$ cat src/inc/io_loop_cfg.svh
// Constants for the loopback acceptance-test logic
// Assumes byte addresses on the local bus, one 32-bit word per register
`ifndef IO_LOOP_CFG_SVH
`define IO_LOOP_CFG_SVH

// Local address window owned by this logic
`define REGION_BIT      13
`define REGION_LO       16'h2000
`define REGION_HI       16'h3fff

// Register byte addresses
`define ADDR_BASE       16'h2000
`define ADDR_RXTX       16'h2004
`define ADDR_DIR_LO     16'h2008
`define ADDR_DIR_HI     16'h200c
`define ADDR_IO_LO      16'h2018
`define ADDR_IO_HI      16'h201c
`define ADDR_FIFO0      16'h2020
`define ADDR_TTL        16'h2040
`define ADDR_FIFO_FLAG  16'h2044
`define ADDR_OSC_CNT    16'h2048
`define ADDR_OSC_DATA   16'h204c

// Sizes
`define N_CH            8
`define N_PLL           24
`define N_IO_HALF       20
`define N_TTL           12
`define N_CNT           25

// Clock/count control fields
`define OSC_SEL_LSB     24
`define OSC_SEL_MSB     28
`define OSC_RUN_BIT     29
`define OSC_CLR_BIT     30
`define REF_STOP_BIT    24
`define REF_CNT_IDX     5'h18

// Design identification, value is arbitrary
`define DESIGN_ID       32'h5a5a_0001

`endif

$ cat src/inc/io_loop_pkg.sv
// Types shared by the loopback logic
// Assumes io_loop_cfg.svh is on the include path
package io_loop_pkg;
  typedef logic [31:0] word_t;
  typedef enum logic [2:0] {st_idle, st_rd, st_cap, st_wr, st_hrd, st_hcap} chan_state_t;
endpackage

$ cat src/inc/chan_if.sv
// Per-channel link between the register logic and a loopback engine
// Assumes both ends run on the same clock
`timescale 1ns/10ps
`default_nettype none
interface chan_if;
  import io_loop_pkg::*;
  logic  en;
  logic  tx_empty;
  logic  rx_full;
  word_t tx_rdata;
  logic  host_rd;
  logic  host_wr;
  word_t host_wdata;
  logic  tx_rd;
  logic  rx_wr;
  word_t rx_wdata;
  word_t host_rdata;
  logic  host_done;
  modport ctrl (output en, tx_empty, rx_full, tx_rdata, host_rd, host_wr, host_wdata,
                input tx_rd, rx_wr, rx_wdata, host_rdata, host_done);
  modport chan (input en, tx_empty, rx_full, tx_rdata, host_rd, host_wr, host_wdata,
                output tx_rd, rx_wr, rx_wdata, host_rdata, host_done);
endinterface
`default_nettype wire

$ cat src/hdl/io_loopback_test_logic.sv
// Acceptance-test logic: IO mux, clock counters, FIFO loopback, TTL port
// Assumes external FIFOs run on clk; IO, TTL and PLL inputs are asynchronous
//
// Operation
// - Lower 24 lines choose PLL clock or data
// - Clock driven only when output and selected
// - Each PLL clock feeds a 32-bit counter
// - Counters stop when reference count bit 24 sets
// - Control register selects count for readback
// - Data lines driven from output data registers
// - IO reads return sampled pins
// - Per channel TX to RX copy engine
// - Host may read and write FIFOs directly
// - FIFO flags readable and pace the engines
// - Twelve open-drain TTL outputs, zero pulls low
// - TTL read returns buffered line state
// - Answer only addresses 0x2000 to 0x3fff
// - Control registers read/write, ports one-way
// - Design identification value readable by host
// - Count control 0x2048, count data 0x204c
// - FIFO flag port at 0x2044
// - IO data ports at 0x2018, 0x201c
`timescale 1ns/10ps
`default_nettype none
`include "io_loop_cfg.svh"
module io_loopback_test_logic (
  input  wire logic                    clk,
  input  wire logic                    rst,
  input  wire logic [15:0]             lb_addr,
  input  wire logic                    lb_wr,
  input  wire logic                    lb_rd,
  input  wire io_loop_pkg::word_t      lb_wdata,
  output logic                         lb_ack,
  output io_loop_pkg::word_t           lb_rdata,
  input  wire logic [`N_PLL-1:0]       pll_clk,
  input  wire logic [2*`N_IO_HALF-1:0] io_in,
  output logic [2*`N_IO_HALF-1:0]      io_out,
  output logic [2*`N_IO_HALF-1:0]      io_oe_n,
  input  wire logic [`N_TTL-1:0]       ttl_in,
  output logic [`N_TTL-1:0]            ttl_out,
  output logic [`N_TTL-1:0]            ttl_oe_n,
  input  wire logic [`N_CH-1:0]        tx_empty,
  input  wire logic [`N_CH-1:0]        rx_full,
  input  wire io_loop_pkg::word_t      tx_rdata [`N_CH],
  output logic [`N_CH-1:0]             tx_rd,
  output logic [`N_CH-1:0]             rx_wr,
  output io_loop_pkg::word_t           rx_wdata [`N_CH]
);
  import io_loop_pkg::*;

  // True when a strobe hits the given register address
  function automatic logic hit(input logic [15:0] a, input logic [15:0] off);
    hit = (a[15:2] == off[15:2]);
  endfunction

  logic [`N_CH-1:0]        rxtx_en;
  logic [2*`N_IO_HALF-1:0] dir;
  logic [2*`N_IO_HALF-1:0] io_data;
  logic [`N_TTL-1:0]       ttl_data;
  word_t                   osc_ctl;
  logic [2*`N_IO_HALF-1:0] io_s1, io_s2;
  logic [`N_TTL-1:0]       ttl_s1, ttl_s2;
  logic [`N_PLL-1:0]       pll_s1, pll_s2, pll_s3;
  word_t                   cnt [`N_CNT];
  logic                    in_region;
  logic                    fifo_hit;
  logic [2:0]              fifo_ch;
  logic                    fifo_wait;
  logic [2:0]              wait_ch;
  logic [`N_CH-1:0]        done_vec;
  word_t                   host_rd_word [`N_CH];
  logic [4:0]              cnt_sel;
  logic [2*`N_IO_HALF-1:0] line_clk;
  logic [2*`N_IO_HALF-1:0] line_sel;

  assign in_region = lb_addr[`REGION_BIT] && lb_addr >= `REGION_LO
                     && lb_addr <= `REGION_HI;
  assign fifo_hit  = in_region && lb_addr[15:5] == `ADDR_FIFO0 >> 5;
  assign fifo_ch   = lb_addr[4:2];
  assign cnt_sel   = osc_ctl[`OSC_SEL_MSB:`OSC_SEL_LSB];
  // Clock source and select spread over all lines, upper lines never pick a clock
  assign line_clk  = {{(2*`N_IO_HALF-`N_PLL){1'b0}}, pll_s2};
  assign line_sel  = {{(2*`N_IO_HALF-`N_PLL){1'b0}}, osc_ctl[`N_PLL-1:0]};

  ////////////////////////////////////////////////////////////////////////
  // Two-stage synchronisers for pins
  always_ff @(posedge clk) begin
    if (rst) begin
      io_s1  <= '0;
      io_s2  <= '0;
      ttl_s1 <= '0;
      ttl_s2 <= '0;
      pll_s1 <= '0;
      pll_s2 <= '0;
      pll_s3 <= '0;
    end else begin
      io_s1  <= io_in;
      io_s2  <= io_s1;
      ttl_s1 <= ttl_in;
      ttl_s2 <= ttl_s1;
      pll_s1 <= pll_clk;
      pll_s2 <= pll_s1;
      pll_s3 <= pll_s2;
    end
  end

  ////////////////////////////////////////////////////////////////////////
  // Writable control registers
  always_ff @(posedge clk) begin
    if (rst) begin
      rxtx_en  <= '0;
      dir      <= '0;
      io_data  <= '0;
      ttl_data <= '1;
      osc_ctl  <= '0;
    end else if (lb_wr && in_region) begin
      if (hit(lb_addr, `ADDR_RXTX))    rxtx_en <= lb_wdata[`N_CH-1:0];
      if (hit(lb_addr, `ADDR_DIR_LO))  dir[`N_IO_HALF-1:0] <= lb_wdata[`N_IO_HALF-1:0];
      if (hit(lb_addr, `ADDR_DIR_HI))  dir[2*`N_IO_HALF-1:`N_IO_HALF] <= lb_wdata[`N_IO_HALF-1:0];
      if (hit(lb_addr, `ADDR_IO_LO))   io_data[`N_IO_HALF-1:0] <= lb_wdata[`N_IO_HALF-1:0];
      if (hit(lb_addr, `ADDR_IO_HI))   io_data[2*`N_IO_HALF-1:`N_IO_HALF] <=
                                         lb_wdata[`N_IO_HALF-1:0];
      if (hit(lb_addr, `ADDR_TTL))     ttl_data <= lb_wdata[`N_TTL-1:0];
      if (hit(lb_addr, `ADDR_OSC_CNT)) osc_ctl <= lb_wdata;
    end
  end

  ////////////////////////////////////////////////////////////////////////
  // Frequency counters, index 24 counts clk as reference
  always_ff @(posedge clk) begin
    if (rst || osc_ctl[`OSC_CLR_BIT]) begin
      for (int i = 0; i < `N_CNT; i++) cnt[i] <= '0;
    end else if (osc_ctl[`OSC_RUN_BIT] && !cnt[`N_PLL][`REF_STOP_BIT]) begin
      for (int i = 0; i < `N_PLL; i++) begin
        if (pll_s2[i] && !pll_s3[i]) cnt[i] <= cnt[i] + 32'h1;
      end
      cnt[`N_PLL] <= cnt[`N_PLL] + 32'h1;
    end
  end

  ////////////////////////////////////////////////////////////////////////
  // IO and TTL pin drivers
  always_ff @(posedge clk) begin
    if (rst) begin
      io_out   <= '0;
      io_oe_n  <= '1;
      ttl_out  <= '0;
      ttl_oe_n <= '1;
    end else begin
      io_oe_n  <= ~dir;
      io_out   <= (line_sel & line_clk)
                  | (~line_sel & io_data);
      ttl_out  <= '0;
      ttl_oe_n <= ttl_data;
    end
  end

  ////////////////////////////////////////////////////////////////////////
  // Loopback channels
  chan_if chn [`N_CH] ();
  for (genvar c = 0; c < `N_CH; c++) begin : g_ch
    assign chn[c].en         = rxtx_en[c];
    assign chn[c].tx_empty   = tx_empty[c];
    assign chn[c].rx_full    = rx_full[c];
    assign chn[c].tx_rdata   = tx_rdata[c];
    assign chn[c].host_rd    = lb_rd && fifo_hit && fifo_ch == c;
    assign chn[c].host_wr    = lb_wr && fifo_hit && fifo_ch == c;
    assign chn[c].host_wdata = lb_wdata;
    assign tx_rd[c]          = chn[c].tx_rd;
    assign rx_wr[c]          = chn[c].rx_wr;
    assign rx_wdata[c]       = chn[c].rx_wdata;
    assign done_vec[c]       = chn[c].host_done;
    assign host_rd_word[c]   = chn[c].host_rdata;
    loopback_channel u_chan (
      .clk (clk),
      .rst (rst),
      .ch  (chn[c])
    );
  end

  ////////////////////////////////////////////////////////////////////////
  // Read answers; FIFO reads answer once the engine has the word
  always_ff @(posedge clk) begin
    if (rst) begin
      lb_ack    <= 1'b0;
      lb_rdata  <= '0;
      fifo_wait <= 1'b0;
      wait_ch   <= '0;
    end else begin
      lb_ack <= 1'b0;
      if (fifo_wait && done_vec[wait_ch]) begin
        lb_ack    <= 1'b1;
        lb_rdata  <= host_rd_word[wait_ch];
        fifo_wait <= 1'b0;
      end else if (lb_rd && fifo_hit) begin
        fifo_wait <= 1'b1;
        wait_ch   <= fifo_ch;
      end else if (lb_wr && in_region) begin
        lb_ack <= 1'b1;
      end else if (lb_rd && in_region) begin
        lb_ack   <= 1'b1;
        lb_rdata <= '0;
        if (hit(lb_addr, `ADDR_BASE))      lb_rdata <= `DESIGN_ID;
        if (hit(lb_addr, `ADDR_RXTX))      lb_rdata[`N_CH-1:0] <= rxtx_en;
        if (hit(lb_addr, `ADDR_DIR_LO))    lb_rdata[`N_IO_HALF-1:0] <= dir[`N_IO_HALF-1:0];
        if (hit(lb_addr, `ADDR_DIR_HI))    lb_rdata[`N_IO_HALF-1:0] <=
                                             dir[2*`N_IO_HALF-1:`N_IO_HALF];
        if (hit(lb_addr, `ADDR_IO_LO))     lb_rdata[`N_IO_HALF-1:0] <=
                                             io_s2[`N_IO_HALF-1:0];
        if (hit(lb_addr, `ADDR_IO_HI))     lb_rdata[`N_IO_HALF-1:0] <=
                                             io_s2[2*`N_IO_HALF-1:`N_IO_HALF];
        if (hit(lb_addr, `ADDR_TTL))       lb_rdata[`N_TTL-1:0] <= ttl_s2;
        if (hit(lb_addr, `ADDR_FIFO_FLAG)) lb_rdata[2*`N_CH-1:0] <=
                                             {rx_full, tx_empty};
        if (hit(lb_addr, `ADDR_OSC_CNT))   lb_rdata <= osc_ctl;
        if (hit(lb_addr, `ADDR_OSC_DATA))  lb_rdata <= (cnt_sel >= `REF_CNT_IDX) ?
                                             cnt[`N_PLL] : cnt[cnt_sel];
      end
    end
  end
endmodule
`default_nettype wire

$ cat src/hdl/loopback_channel.sv
// One channel: TX FIFO to RX FIFO copy engine plus direct host access
// Assumes FIFO read data valid the cycle after the read strobe
`timescale 1ns/10ps
`default_nettype none
module loopback_channel (
  input  wire logic clk,
  input  wire logic rst,
  chan_if.chan      ch
);
  import io_loop_pkg::*;

  chan_state_t state;
  logic        pend_rd;
  logic        pend_wr;
  word_t       pend_data;

  ////////////////////////////////////////////////////////////////////////
  // Host requests held until the engine is idle
  always_ff @(posedge clk) begin
    if (rst) begin
      pend_rd   <= 1'b0;
      pend_wr   <= 1'b0;
      pend_data <= '0;
    end else begin
      if (ch.host_rd) begin
        pend_rd <= 1'b1;
      end else if (state == st_idle && pend_rd) begin
        pend_rd <= 1'b0;
      end
      if (ch.host_wr) begin
        pend_wr   <= 1'b1;
        pend_data <= ch.host_wdata;
      end else if (state == st_idle && pend_wr && !pend_rd) begin
        pend_wr <= 1'b0;
      end
    end
  end

  ////////////////////////////////////////////////////////////////////////
  // Engine: host access first, then flag-paced copy
  always_ff @(posedge clk) begin
    if (rst) begin
      state         <= st_idle;
      ch.tx_rd      <= 1'b0;
      ch.rx_wr      <= 1'b0;
      ch.rx_wdata   <= '0;
      ch.host_rdata <= '0;
      ch.host_done  <= 1'b0;
    end else begin
      ch.tx_rd     <= 1'b0;
      ch.rx_wr     <= 1'b0;
      ch.host_done <= 1'b0;
      case (state)
        st_idle: begin
          if (pend_rd) begin
            ch.tx_rd <= 1'b1;
            state    <= st_hrd;
          end else if (pend_wr) begin
            ch.rx_wr     <= 1'b1;
            ch.rx_wdata  <= pend_data;
            ch.host_done <= 1'b1;
          end else if (ch.en && !ch.tx_empty && !ch.rx_full) begin
            ch.tx_rd <= 1'b1;
            state    <= st_rd;
          end
        end
        st_rd:   state <= st_cap;
        st_cap: begin
          ch.rx_wdata <= ch.tx_rdata;
          ch.rx_wr    <= 1'b1;
          state       <= st_wr;
        end
        st_wr:   state <= st_idle;                        // Flags settle before next look
        st_hrd:  state <= st_hcap;
        st_hcap: begin
          ch.host_rdata <= ch.tx_rdata;
          ch.host_done  <= 1'b1;
          state         <= st_idle;
        end
        default: state <= st_idle;
      endcase
    end
  end
endmodule
`default_nettype wire

$ cat config.mk
export PLATFORM = sky130hd
export DESIGN_NAME = io_loopback_test_logic
export DESIGN_NICKNAME = d
export VERILOG_FILES = /design/src/inc/io_loop_pkg.sv /design/src/inc/chan_if.sv /design/src/hdl/io_loopback_test_logic.sv /design/src/hdl/loopback_channel.sv
export VERILOG_INCLUDE_DIRS = /design/src /design/src/inc
export SDC_FILE = /design/constraint.sdc
export NUM_CORES = 2
export LEC_CHECK = 0
export BUFFER_PORTS_ARGS = -buffer_cell sky130_fd_sc_hd__buf_2
export CORE_UTILIZATION = 30
export CTS_BUF_LIST = sky130_fd_sc_hd__clkbuf_4 sky130_fd_sc_hd__clkbuf_8
export DETAILED_ROUTE_END_ITERATION = 16
export PLACE_DENSITY = 0.57
export SKIP_LAST_GASP = 1
export SLEW_MARGIN = 20
export SYNTH_ARGS = -nofsm -noshare
export SYNTH_HDL_FRONTEND = slang
export SYNTH_HIERARCHICAL = 1
export SYNTH_SLANG_ARGS = --single-unit
$ cat constraint.sdc
create_clock -name clk -period 5.2 [get_ports clk]
set_input_delay 0.52 -clock clk [delete_from_list [all_inputs] [get_ports clk]]
set_output_delay 0.52 -clock clk [all_outputs]
set_load 0.01 [all_outputs]
==> results by group <==
Status
  • Status: complete, no violations

Hold path
  • Hold Crit Depth: 4
  • Critical hold path startpoint: rx_full[2]
  • Worst Hold Class: in -> reg
  • Hold EP: g_ch[2].u_chan/state[0]$_SDFFE_PP0P_

Detailed routing
  • DR WL met3: between 40000 and 50000 microns
  • Via density: around 5.5
  • Met1 wire length: 177000 microns
  • Met2 WL: 187000 microns
  • WL/cell: 27.3 microns
  • Final wirelength: approximately 440000 microns
  • Drc violations: 0
  • Via Count: 88000
  • 1st-pass router iterations: 6
  • Iter 0 DRT Violations: around 11000
  • Antenna-violating nets left: 0
  • Max Used Layer: met5

Timing
  • RSZ-0062 raised after global routing: no
  • Slew margin rel.: 11.0%
  • Setup_tns: 0 ns
  • Final setup violation count: 0
  • Worst-Margin Slew: 1.32 ns
  • Min Tclk post-route: between 3 and 4 ns
  • Final period utilization: 67.4%
  • Setup WS post-layout: roughly 1.7 ns
  • Final number of hold-violating endpoints: 0
  • FMAX: 286 MHz
  • Clock Skew: 0.121 ns
  • Max-slew violation count: 0

Global route
  • Number of global-route vias before repair: 80000
  • First-pass GRT wire length: 609000 microns
  • GR Overflow Total: 0
  • Total Routing Usage GR: 24.7%
  • Antenna violations before repair: 80
  • Largest net degree at the start of global routing: 190

CTS
  • Post-CTS resize count: 0
  • Clock buffer count from CTS: 373
  • Hold Buf Count CTS: 361
  • CTS Root Cell: clkbuf_8
  • Worst skew pair latency: 1.14 ns
  • Max clock buf depth: 4
  • Clock slew at reported path FFs: 0.06 ns
  • Setup Buffers After CTS: 0
  • Clk sinks: 2074
  • CTS tree: yes
  • H-tree lvl count: 5

Logic synthesis
  • Post-synth top area cell: dfxtp_1
  • Area contributors post-synth: dfxtp_1, edfxtp_1, mux4_2, nor2_1, nand2_1
  • Post-synthesis cell type count: approximately 80
  • Syn Inst Count: 10300
  • Synth Warn #: 6
  • Async set or reset register ratio after synthesis: 0%
  • Most numerous cell in the Yosys netlist: dfxtp_1
  • Synth Area per Inst: 9.90 sq um
  • Top-area cell type share of the netlist area: 25.0%
  • Top FF cell, synth: dfxtp_1
  • Post-synth EDFFs: 800
  • Flops & latches, synth: 2074
  • Post-synth top cells: dfxtp_1, nor2_1, nand2_1
  • Synthesized area: 102000 sq um
  • Seq/Total Area, Yosys: 48.6%

Power
  • Leak: around 40 nW
  • Peak supply drop: 0.000210 V
  • PwrDens: 297 nW/um^2

Worst setup path
  • Crit path DAT: 4.41 ns
  • Setup crit end kind: flip-flop
  • Critical R2R Capture: lb_rdata[4]$_SDFFE_PP0P_
  • Worst-path fanout max: 25
  • Worst EP required: approximately 6.1 ns
  • Crit path launch type: flip-flop
  • Worst R2R Path Depth: 6
  • Crit path kind: reg -> reg
  • Register-to-register setup slack: about 1.7 ns

Die
  • Die area: 342000 sq um
  • Core Region: 337000 sq um
  • IO Pins: 809
  • Die W: about 580 microns
  • Core Rows: 213
  • Die Ht: 585 microns
  • Initial Util: 30.2%

Finish
  • Share of layout cells above drive strength 1: about a fifth
  • Area Growth Syn to Fin: 19.5%
  • Fillers: 34100
  • Layout Nets: roughly 12000

Flow run
  • Max-cap violation count: 0

Placement
  • Routability cong.: 0.970
  • Dpl ws: 1.44 ns
  • Input/output buffers: 794
  • DP Wirelength: 317000 microns
## area by class of cell
type / count / area, sq um / share of cell area, %
clock inverters: 97 / 757 / 0.622
clock buffers: 573 / 7100 / 5.84
well taps: 4515 / 5650 / 4.64
flip-flops and latches: 2074 / 49600 / 40.7
multi-input cells: 7134 / 48000 / 39.4
repair buffers: 1359 / 9360 / 7.69
diodes: 47 / 118 / 0.0966
inverters: 334 / 1250 / 1.03
## per-stage QoR
stage / hold slack (ns) / cell area [sq um] / util, % / total power [W] / std cells
detailed placement: 0.386 / 110000 / 32.6 / 0.0196 / 15100
global route: 0.0650 / 122000 / 36.1 / 0.0371 / 16100
floorplan: 0.367 / 102000 / - / 0.0186 / 10300
CTS: 0.0106 / 122000 / 36.0 / 0.0362 / 16100
global placement: 0.384 / 110000 / 32.6 / 0.0196 / 15100
finish: 0.0980 / 122000 / 36.1 / 0.0361 / 16100
## sequential cells by signal, indices dropped and copies added, names as in the netlist, 12 cells and up, named ones only
register	flops
ttl_s2	12
ttl_data	12
io_s1	40
pll_s1	24
osc_ctl	32
pll_s2	24
io_s2	40
g_ch.u_chan/ch.rx_wdata	256
lb_rdata	32
g_ch.u_chan/ch.host_rdata	256
g_ch.u_chan/pend_data	256
dir	40
cnt	800
ttl_oe_n	12
io_out	40
io_data	40
pll_s3	24
io_oe_n	40
g_ch.u_chan/state	24
ttl_s1	12
## report_power, final
part | internal, W | leakage (nW) | total (W) | switching, W
combinational | 0.000651 | 17.4 | 0.00192 | 0.00127
clock | 0.00906 | 4.19 | 0.0166 | 0.00749
sequential | 0.0172 | 18.5 | 0.0176 | 0.000428
## critical path: stages, from the launching register on
cell and delay [ns]:
dfxtp_4 0.75, buf_4 0.38, mux4_2 0.59, mux2i_1 0.73, a21oi_1 0.15, a21oi_1 0.53, a21oi_1 0.14
## cells in the final DEF, fill, tap and decap left out, types with 365 or more instances in the layout
| cell type | Yosys | routed |
|---|---|---|
| nand2_1 | 1142 | 1141 |
| nor3_1 | 366 | 365 |
| clkbuf_8 | 0 | 448 |
| dfxtp_1 | 1274 | 1262 |
| buf_2 | 203 | 793 |
| xor2_1 | 424 | 424 |
| mux2i_1 | 417 | 417 |
| edfxtp_1 | 800 | 800 |
| a21oi_1 | 574 | 574 |
| nor2_1 | 1159 | 1141 |
| o21ai_0 | 455 | 431 |
## per-layer routing
metal | track usage (%) | vias to the layer above
met4 | 14.1 | 26
met3 | 6.09 | 1049
met5 | 0 | -
met2 | 36.4 | 4807
li1 | - | 38900
met1 | 32.9 | 43200
## worst max path at each step
stage	start	end	slack, ns	depth (start not counted)
after floorplan	cnt[24][24]$_SDFFCE_PP0P_	cnt[10][0]$_SDFFCE_PN0P_	1.42	5
after global placement	lb_addr[8]	io_data[25]$_SDFFE_PP0P_	1.43	8
after detailed placement	lb_addr[8]	io_data[33]$_SDFFE_PP0P_	1.44	8
after CTS	flip-flop	lb_rdata[4]$_SDFFE_PP0P_	1.83	6
after global routing	flip-flop	lb_rdata[4]$_SDFFE_PP0P_	1.60	6
final	flip-flop	lb_rdata[4]$_SDFFE_PP0P_	1.70	6
## cells by family (layout without fill, tap and decap cells)
group	after synthesis	in the layout	share of synthesized area, %
compound gates	1482	1482	9.84
xor+xnor	656	656	5.64
fa+ha+maj	25	25	0.307
buf+inv	1093	2363	4.75
flops	2074	2074	48.6
mux	677	677	9.68
other cells	1	59	0.00368
simple gates	4282	4282	21.2
(Power assumes the default switching activity.)
